`src/hw/rgbled_pkg.sv`:
```
package rgbled_pkg;

    localparam int NUM_CH     = 24;
    localparam int CUR_W      = 5;
    localparam int DUTY_W     = 8;
    localparam int ADDR_W     = 8;
    localparam int DATA_W     = 8;

    // Register map
    localparam logic [7:0] RED_CUR_OFS   = 8'h00;
    localparam logic [7:0] GREEN_CUR_OFS = 8'h01;
    localparam logic [7:0] BLUE_CUR_OFS  = 8'h02;
    localparam logic [7:0] FULL_ON0_OFS  = 8'h03;
    localparam logic [7:0] FULL_ON2_OFS  = 8'h05;
    localparam logic [7:0] DUTY_R1_OFS   = 8'h06;
    localparam logic [7:0] DUTY_B8_OFS   = 8'h1D;

    // Reset values
    localparam logic [4:0] CUR_RST       = 5'h00;
    localparam logic [7:0] FULL_ON_RST   = 8'h00;
    localparam logic [7:0] DUTY_RST      = 8'h00;
    localparam logic [7:0] RD_UNMAPPED   = 8'h00;

    // Code driven when every colour has its own reference resistor
    localparam logic [4:0] CUR_FULL_SCALE = 5'h1F;

    // Serial write or read request after deframing
    typedef struct packed {
        logic       wr;
        logic       rd;
        logic [7:0] addr;
        logic [7:0] data;
    } rgbled_req_t;

    // Per-colour current codes toward the analog drivers
    typedef struct packed {
        logic [4:0] red;
        logic [4:0] green;
        logic [4:0] blue;
    } rgbled_cur_t;

endpackage

```
`src/hw/rgbled_ctrl.sv`:
```
`timescale 1ns/1ps
`default_nettype none

// Functional notes
// RULE1 - All LED outputs go off while the supply is below the lockout level.
// RULE2 - After a lockout the outputs stay off until the host writes again.
// RULE3 - With only the red resistor fitted the colour codes scale each group.
// RULE4 - With a resistor on every colour reference the codes have no effect.
// RULE5 - Reset pin low: outputs off, registers held cleared, writes ignored.
// RULE6 - Reset pin high: outputs may drive current and writes are accepted.
// RULE7 - Registers clear at power-up only when the supply ramps from zero.
// RULE8 - The host waits at least 3 ms after the protection supply is up; the testbench host waits only 8 clock cycles.
// RULE9 - Three consecutive colour registers each hold a 5-bit current code.
// RULE10 - Three registers hold one full-on bit per output, red1 to blue8.
// RULE11 - An output with its full-on bit set is on and its duty is ignored.
// RULE12 - Twenty-four consecutive registers hold each output's duty in order.
// RULE13 - Each duty register is 8 bits wide, giving 256 steps.
// RULE14 - Duty code N keeps the output on for N of every 256 PWM periods; the code keeps it on for N of every 256 clock cycles.
module rgbled_ctrl
    import rgbled_pkg::*;
#(
    parameter int CH = NUM_CH
) (
    input  wire logic              I_CLOCK,
    input  wire logic              I_RST,
    input  wire logic              I_RESET_N,
    input  wire logic              I_UNDERVOLTAGE_LOCKOUT,
    input  wire logic              I_SUPPLY_UP_FROM_ZERO,
    input  wire logic              I_PER_COLOUR_REF,
    input  wire rgbled_req_t       I_REQ,
    output var  logic [7:0]        O_RD_DATA,
    output var  logic              O_RD_VALID,
    output var  logic              O_LED_OUTPUTS_EN,
    output var  logic [CH-1:0]     O_LED_OUTPUTS,
    output var  rgbled_cur_t       O_CUR
);

    ////////////////////////////////////////////////////////////////////////
    // Address decode

    function automatic logic is_duty(input logic [7:0] a);
        is_duty = (a >= DUTY_R1_OFS) && (a <= DUTY_B8_OFS);
    endfunction

    function automatic logic is_full(input logic [7:0] a);
        is_full = (a >= FULL_ON0_OFS) && (a <= FULL_ON2_OFS);
    endfunction

    ////////////////////////////////////////////////////////////////////////
    // Register file

    logic [4:0]        cur_q  [3];
    logic [4:0]        cur_d  [3];
    logic [CH-1:0]     full_q;
    logic [CH-1:0]     full_d;
    logic [7:0]        duty_q [CH];
    logic [7:0]        duty_d [CH];
    logic              wr_acc;
    logic              clr;
    logic [7:0]        duty_idx;
    logic [7:0]        full_idx;

    // Pin low blocks writes; a ramp from zero clears all settings
    assign wr_acc   = I_REQ.wr && I_RESET_N; // RULE5 RULE6
    assign clr      = !I_RESET_N || I_SUPPLY_UP_FROM_ZERO; // RULE5 RULE7
    assign duty_idx = I_REQ.addr - DUTY_R1_OFS;
    assign full_idx = I_REQ.addr - FULL_ON0_OFS;

    always_comb begin
        cur_d  = cur_q;
        full_d = full_q;
        duty_d = duty_q;
        if (clr) begin
            for (int i = 0; i < 3; i++) begin
                cur_d[i] = CUR_RST;
            end
            full_d = {(CH/8){FULL_ON_RST}};
            for (int i = 0; i < CH; i++) begin
                duty_d[i] = DUTY_RST;
            end
        end else if (wr_acc) begin
            if (I_REQ.addr <= BLUE_CUR_OFS) begin
                cur_d[I_REQ.addr[1:0]] = I_REQ.data[4:0]; // RULE9
            end else if (is_full(I_REQ.addr)) begin
                full_d[full_idx[1:0]*8 +: 8] = I_REQ.data; // RULE10
            end else if (is_duty(I_REQ.addr)) begin
                duty_d[duty_idx[4:0]] = I_REQ.data; // RULE12 RULE13
            end
        end
    end

    always_ff @(posedge I_CLOCK or posedge I_RST) begin
        if (I_RST) begin
            for (int i = 0; i < 3; i++) begin
                cur_q[i] <= CUR_RST;
            end
            full_q <= {(CH/8){FULL_ON_RST}};
            for (int i = 0; i < CH; i++) begin
                duty_q[i] <= DUTY_RST;
            end
        end else begin
            cur_q  <= cur_d;
            full_q <= full_d;
            duty_q <= duty_d;
        end
    end

    ////////////////////////////////////////////////////////////////////////
    // Read path

    logic [7:0] rd_data_d;
    logic       rd_valid_d;

    always_comb begin
        rd_valid_d = I_REQ.rd && I_RESET_N;
        rd_data_d  = RD_UNMAPPED;
        if (I_REQ.addr <= BLUE_CUR_OFS) begin
            rd_data_d = {3'h0, cur_q[I_REQ.addr[1:0]]};
        end else if (is_full(I_REQ.addr)) begin
            rd_data_d = full_q[full_idx[1:0]*8 +: 8];
        end else if (is_duty(I_REQ.addr)) begin
            rd_data_d = duty_q[duty_idx[4:0]];
        end
    end

    always_ff @(posedge I_CLOCK or posedge I_RST) begin
        if (I_RST) begin
            O_RD_DATA  <= RD_UNMAPPED;
            O_RD_VALID <= 1'b0;
        end else begin
            O_RD_DATA  <= rd_data_d;
            O_RD_VALID <= rd_valid_d;
        end
    end

    ////////////////////////////////////////////////////////////////////////
    // Undervoltage lockout

    logic lockout_q;
    logic lockout_d;

    // Latched so a short dip still needs a host rewrite to recover
    always_comb begin
        lockout_d = lockout_q;
        if (I_UNDERVOLTAGE_LOCKOUT) begin
            lockout_d = 1'b1; // RULE1
        end else if (wr_acc) begin
            lockout_d = 1'b0; // RULE2
        end
    end

    always_ff @(posedge I_CLOCK or posedge I_RST) begin
        if (I_RST) begin
            lockout_q <= 1'b0;
        end else begin
            lockout_q <= lockout_d;
        end
    end

    ////////////////////////////////////////////////////////////////////////
    // PWM and output drive

    logic [7:0]    pwm_cnt_q;
    logic [7:0]    pwm_cnt_d;
    logic          drive_en;
    logic [CH-1:0] led_d;
    rgbled_cur_t   cur_out_d;

    assign pwm_cnt_d = pwm_cnt_q + 8'h01;
    // Set wins: the write that clears lockout also enables drive
    assign drive_en  = I_RESET_N && !I_UNDERVOLTAGE_LOCKOUT
                       && !lockout_d; // RULE1 RULE2 RULE5 RULE6

    generate
        for (genvar g = 0; g < CH; g++) begin : g_ch
            // Full-on bypasses the comparator, so duty is ignored
            assign led_d[g] = drive_en && (full_q[g] // RULE11
                              || (pwm_cnt_q < duty_q[g])); // RULE14
        end
    endgenerate

    always_comb begin
        if (I_PER_COLOUR_REF) begin
            cur_out_d = '{CUR_FULL_SCALE, CUR_FULL_SCALE,
                          CUR_FULL_SCALE}; // RULE4
        end else begin
            cur_out_d = '{cur_q[0], cur_q[1], cur_q[2]}; // RULE3
        end
    end

    always_ff @(posedge I_CLOCK or posedge I_RST) begin
        if (I_RST) begin
            pwm_cnt_q        <= 8'h00;
            O_LED_OUTPUTS    <= {CH{1'b0}};
            O_LED_OUTPUTS_EN <= 1'b0;
            O_CUR            <= '0;
        end else begin
            pwm_cnt_q        <= pwm_cnt_d;
            O_LED_OUTPUTS    <= led_d;
            O_LED_OUTPUTS_EN <= drive_en;
            O_CUR            <= cur_out_d;
        end
    end
endmodule

`default_nettype wire

```
`config.mk`:
```
export PLATFORM = sky130hd
export DESIGN_NAME = rgbled_ctrl
export DESIGN_NICKNAME = d
export VERILOG_FILES = /design/src/hw/rgbled_pkg.sv /design/src/hw/rgbled_ctrl.sv
export SDC_FILE = /design/constraint.sdc
export NUM_CORES = 1
export LEC_CHECK = 0
export ABC_AREA = 1
export BUFFER_PORTS_ARGS = -buffer_cell sky130_fd_sc_hd__clkbuf_2
export CORE_AREA = 3 3 204 206
export DETAILED_ROUTE_END_ITERATION = 6
export DIE_AREA = 0 0 207 209
export GPL_ROUTABILITY_DRIVEN = 0
export PLACE_DENSITY = 0.68
export SETUP_SLACK_MARGIN = 0.05
export SLEW_MARGIN = 20
export SYNTH_ARGS = -nofsm -noshare
export SYNTH_HDL_FRONTEND = slang
export SYNTH_SLANG_ARGS = --single-unit
```
`constraint.sdc`:
```
create_clock -name I_CLOCK -period 10.33 [get_ports I_CLOCK]
set_input_delay 0.5165 -clock I_CLOCK [delete_from_list [all_inputs] [get_ports I_CLOCK]]
set_output_delay 0.5165 -clock I_CLOCK [all_outputs]
set_load 0.01 [all_outputs]
```
## Yosys cells after proc, flatten, opt, wreduce, memory -nomap -nowiden

Cells that the tools add are included.

| word-level totals | value |
|---|---|
| bits in registers | 289 |
| bits of input ports | 24 |
| output and inout port bits | 49 |
| word-level logic and storage cells | 179 |

| cells by class | value |
|---|---|
| $add $sub $neg | 4 |
| order comparisons | 33 |
| eq/ne operators | 2 |
| shifts and indexed selects | 3 |
| mux-type cells | 31 |
| bitwise operators | 2 |
| reductions and logical operators | 67 |

Operators by type and width:

| operator | number |
|---|---|
| two-way mux 192 bit | 5 |
| bitwise mux 192 bit | 1 |
| less-than comparator 8 bit | 24 |
| two-way mux 24 bit | 4 |
| two-way mux 15 bit | 4 |
| two-way mux 8 bit | 6 |
| binary-select mux 8 bit (select 5 bit) | 1 |
| demux 8 bit (select 5 bit) | 1 |
| negator 5 -> 34 bit | 1 |
| variable shift 8 x 34 -> 24 bit (first input constant) | 1 |
| variable part select 8 x 34 -> 24 bit | 1 |
| logical AND 1 bit | 32 |
| logical OR 1 bit | 25 |
| bitwise mux 24 bit | 1 |
| variable part select 24 x 6 -> 8 bit | 1 |
| bitwise mux 15 bit | 1 |
| two-way mux 5 bit | 3 |
| binary-select mux 5 bit (select 2 bit) | 1 |
| demux 5 bit (select 2 bit) | 1 |
| adder 8 x 1 -> 8 bit (second input constant) | 1 |
| greater-or-equal comparator 8 x 2 -> 1 bit (second input constant) | 1 |
| greater-or-equal comparator 8 x 3 -> 1 bit (second input constant) | 1 |
| less-or-equal comparator 8 x 2 -> 1 bit (second input constant) | 1 |
| less-or-equal comparator 8 x 3 -> 1 bit (second input constant) | 1 |
| other kinds (16) | 23 |

## Longest topological paths before layout

| logic depth | value |
|---|---|
| depth after elaboration | 12 |
| mapped depth | 17 |
| gate-level depth less buffers | 14 |

## Worst setup path after synthesis

No wires, ideal clock.

| timing path | value |
|---|---|
| path kind | input-to-reg |
| start | in I_REQ[8] (netlist name) |
| end | reg duty_q[104] (netlist name) |
| library setup time | 0.132 ns |
| arrival | 2.695 ns |
| data required time | 10.198 ns |
| path slack | 7.502 ns |
| stages | 15 |
| buffers on the path | 4 |
| cells stage by stage | inv_1 clkbuf_1 clkbuf_1 ha_1 inv_2 nand3_2 nor2_1 nor2_2 nand3_4 inv_4 buf_8 nand4_4 buf_2 nand3_1 o21ai_1 |

| between the ends | value |
|---|---|
| word-level cells in the longest chain between the ends | 12 |
| elaborated cells on any way between the ends | 24 |
| those cells by class | add/sub (1); order compare (7); eq/ne (2); mux (8); bitwise (1); reduce/logical (5) |

RTL lines:

| element | line | RTL |
|---|---|---|
| start: declaration | rgbled_ctrl.sv:30 | `input wire rgbled_req_t I_REQ,` |
| subtractor 5 x 3 -> 5 bit | rgbled_ctrl.sv:66 | `assign duty_idx = I_REQ.addr - DUTY_R1_OFS;` |
| inverter 5 -> 6 bit (implied by the code) | rgbled_ctrl.sv:87 | `duty_d[duty_idx[4:0]] = I_REQ.data;` |
| greater-or-equal comparator 6 bit (implied by the code) / less-than comparator 6 x 1 -> 1 bit (equally long branches) | rgbled_ctrl.sv:87 |  |
| logical AND 1 bit (implied by the code) | rgbled_ctrl.sv:87 |  |
| two-way mux 8 bit (implied by the code) | rgbled_ctrl.sv:87 |  |
| demux 8 bit (select 5 bit) | rgbled_ctrl.sv:87 |  |
| bitwise mux 192 bit | rgbled_ctrl.sv:87 |  |
| two-way mux 192 bit | rgbled_ctrl.sv:86 | `end else if (is_duty(I_REQ.addr)) begin` |
| two-way mux 192 bit | rgbled_ctrl.sv:84 | `end else if (is_full(I_REQ.addr)) begin` |
| two-way mux 192 bit | rgbled_ctrl.sv:82 | `if (I_REQ.addr <= BLUE_CUR_OFS) begin` |
| two-way mux 192 bit | rgbled_ctrl.sv:81 | `end else if (wr_acc) begin` |
| two-way mux 192 bit | rgbled_ctrl.sv:73 | `if (clr) begin` |
| end signal: assignment | rgbled_ctrl.sv:104 | `duty_q <= duty_d;` |
| end: declaration | rgbled_ctrl.sv:56 | `logic [7:0] duty_q [CH];` |

Several ways; a longest one is shown, not always the timed one. The select of a mux whose other input is x is not followed.
A chain may end at the register's enable or synchronous reset.

## Final worst setup path

| timing path | value |
|---|---|
| start | in I_REQ[8] (netlist name) |
| end | reg duty_q[148] (netlist name) |

The elaborated chain is that of the path after synthesis.

==> impl_metrics.json <==
{
  "status": "finished clean",
  "hold_slack_ps": 149.3,
  "regToRegSetupSlack_ps": 7760,
  "drc": 0,
  "crit_type": "primary input to flip-flop",
  "cp.required_ps": 10760,
  "worstSetupStartpointType": "primary input",
  "synth.distinct_cells": 39,
  "io_buffers": 72,
  "min_path_type": "primary input to async pin",
  "ys_ff_latch": 289,
  "syn-mean-instance-area_sq_um": 7.842,
  "tns_ps": 0,
  "worst_slew_pin_slew_ps": 1195,
  "cts_root_buf": "clkbuf_16",
  "cts_sinks": 289,
  "end_kind": "flip-flop",
  "coreArea_sq_mm": 0.03982,
  "hold_buffers": 0,
  "maxSlewHeadroom": 0.2025,
  "cts_setup_buffers": 0,
  "r2r-start": "pwm_cnt_q[0]",
  "io_pins": 73,
  "hold_viol": 0,
  "antenna_found_initial": 3,
  "drive_gt1_frac": 0.09056,
  "yosysSeqAreaShare": 0.4020,
  "ant_nets": 0,
  "power_density_mw_per_mm2": 130.1,
  "skew_ps": 17.64,
  "dpl.hpwl_um": 38000,
  "critPathBufInv": 7,
  "cts_buffers": 35,
  "grt-ovfl-total": 0,
  "r2r-end": "O_LED_OUTPUTS[12]",
  "dp_slack_ps": 5794,
  "synthArstFlopShare": 1.000,
  "cp_slowest_stage_delay_ps": 620,
  "synth_nets": 2494,
  "synth-main-ff-cell": "dfrtp_1",
  "clock_path_buffers": 3,
  "die_h_um": 209,
  "worst-r2r-cell-count": 7,
  "leakage_nw": 9.426,
  "drt-total-wl_um": 57250,
  "timing.final.ws_setup_ps": 6235,
  "fillers": 3868,
  "synth_area_sq_mm": 0.01799,
  "grt_max_degree": 169,
  "start_util": 0.4517,
  "final-setup-viol-count": 0,
  "first_pass_iters": 6,
  "period_share": 0.3964,
  "critPathSlowestCell": "clkinv_2",
  "via_per_inst": 5.774,
  "synth_edf_count": 0,
  "dieArea_sq_mm": 0.04326,
  "rsz0062_at_grt": "no",
  "ys_warn_count": 0,
  "grt_util_all_layers": 0.2631,
  "num_vias": 16560,
  "slew_violations": 0,
  "grt_pass1_vias": 16160,
  "drtIter0Drc": 1701,
  "insertion_delay_ps": 550,
  "crit_family": "buffers and inverters",
  "cp_max_fo": 43,
  "vdd_drop_max_mv": 0.1148,
  "post-route-min-period_ps": 4095,
  "rows": 73,
  "clk_pin_slew_ps": 50,
  "path_cells": "buf_4 > inv_2 > buf_4 > ha_1 > inv_2 > nand3_2 > nand3_2 > nand3_4 > inv_4 > nand2_2 > clkinv_2 > nand2_2 > inv_1 > nand2_1 > nand2_1",
  "fmax_mhz": 244.2,
  "syn_inst": 2294,
  "drv_cap": 0,
  "cp.arrival_ps": 4520,
  "ctsResizeCount": 0,
  "area_growth_pct": 10.43,
  "h-tree-depth": 2,
  "wire_per_inst_um": 19.96,
  "die_w_um": 207,
  "layout.nets": 2515,
  "grt_pass1_wl_um": 90580,
  "cts_tree": "built"
}
[layout make-up]
type / instances / area (sq um) / share of cell area
clock inverters: 17 / 176.4 / 0.008881
diodes: 2 / 5.005 / 0.0002520
well taps: 525 / 656.9 / 0.03307
clock buffers: 46 / 957.2 / 0.04819
multi-input cells: 1595 / 9128 / 0.4595
inverters: 307 / 1214 / 0.06110
flip-flops and latches: 289 / 7239 / 0.3644
repair buffers: 87 / 488.0 / 0.02457
[per-stage QoR]
step	total power [mW]	std cells	instance area (sq um)	util
2_1_floorplan	1.294	2294	17990	-
3_3_place_gp	1.363	2803	18730	0.4702
3_5_place_dp	1.366	2803	18730	0.4702
4_1_cts	2.602	2866	19860	0.4987
5_1_grt	2.666	2867	19860	0.4987
6_report	2.584	2868	19860	0.4988
[worst reg2reg max path: cells and delay by family (launching register included)]
kind / cells / cell delay, ps
AOI/OAI and AO/OA: 3 / 500
DFF: 1 / 790
buffers and inverters: 1 / 620
and+or+nand+nor: 3 / 490
[per-layer routing]
metal	part of all wire	wire length [um]	global-route usage	vias to the layer above
li1	-	-	-	7678
met1	0.41	23470	0.3504	7883
met2	0.44	25190	0.4101	806
met3	0.099	5671	0.05705	190
met4	0.051	2901	0.1248	2
met5	0.00023	13	0	-
[where the power goes]
part / switching (mW) / internal, mW / leakage (nW)
clock network: 0.502 / 0.731 / 0.560
logic: 0.169 / 0.0412 / 4.89
registers: 0.00160 / 1.14 / 3.98
[sequential cells by signal, summed over array words and instances (netlist names), 8 cells and up]
signal / count
full_q: 24
O_CUR: 15
O_LED_OUTPUTS: 24
duty_q: 192
pwm_cnt_q: 8
cur_q: 15
O_RD_DATA: 8
[cell usage in the layout, fill, tap and decap left out, drive strengths merged, types with 3 or more instances in the layout]
master and instances:
o21a 6, clkbuf 117, o211ai 9, nor3 6, nand4 45, dfrtp 289, a21oi 147, buf 16
clkinv 20, ha 176, nand2 518, o22ai 20, nand3b 18, nor2 89, xor2 6, inv 299
bufinv 3, o21ai 176, nand3 373
[worst max path at each step]
stage          startpoint          end  cells after the start
4_1_cts          I_REQ[8]  duty_q[148]                     15
6_report         I_REQ[8]  duty_q[148]                     15
3_5_place_dp     I_REQ[8]  duty_q[147]                     15
3_3_place_gp     I_REQ[8]  duty_q[155]                     15
5_1_grt          I_REQ[8]  duty_q[145]                     15
2_1_floorplan       I_RST     O_CUR[0]                      1
[cell usage after synthesis, types with 2 or more instances]
master,instances,share of area
nand2_1,502,0.10
nand3_1,369,0.10
dfrtp_1,289,0.40
inv_1,287,0.060
ha_1,176,0.12
a21oi_1,147,0.041
o21ai_0,88,0.024
o21ai_1,88,0.024
nor2_1,86,0.018
clkbuf_1,67,0.014
nand4_1,37,0.013
buf_2,20,0.0056
o22ai_1,20,0.0070
nand3b_1,18,0.0075
buf_1,12,0.0025
clkinv_4,10,0.0049
nand2_8,10,0.011
o211ai_1,9,0.0038
inv_2,8,0.0017
nand4_4,8,0.0095
nor3_1,6,0.0017
o21a_1,6,0.0025
xor2_1,6,0.0029
nand2_2,5,0.0017
nand3_2,3,0.0017
nor2_2,2,0.00070
o221ai_1,2,0.00097
xnor2_1,2,0.00097
[logic make-up (layout without fill, tap and decap cells)]
family,Yosys count,after routing,synth area share
compound gates,360,360,0.1041
xor+xnor,8,8,0.003895
fa+ha+maj,176,176,0.1224
buf+inv,410,457,0.09209
flops,289,289,0.4020
other cells,0,2,0
simple gates,1051,1051,0.2755
Note: power is estimated with default switching activity, not from simulation.
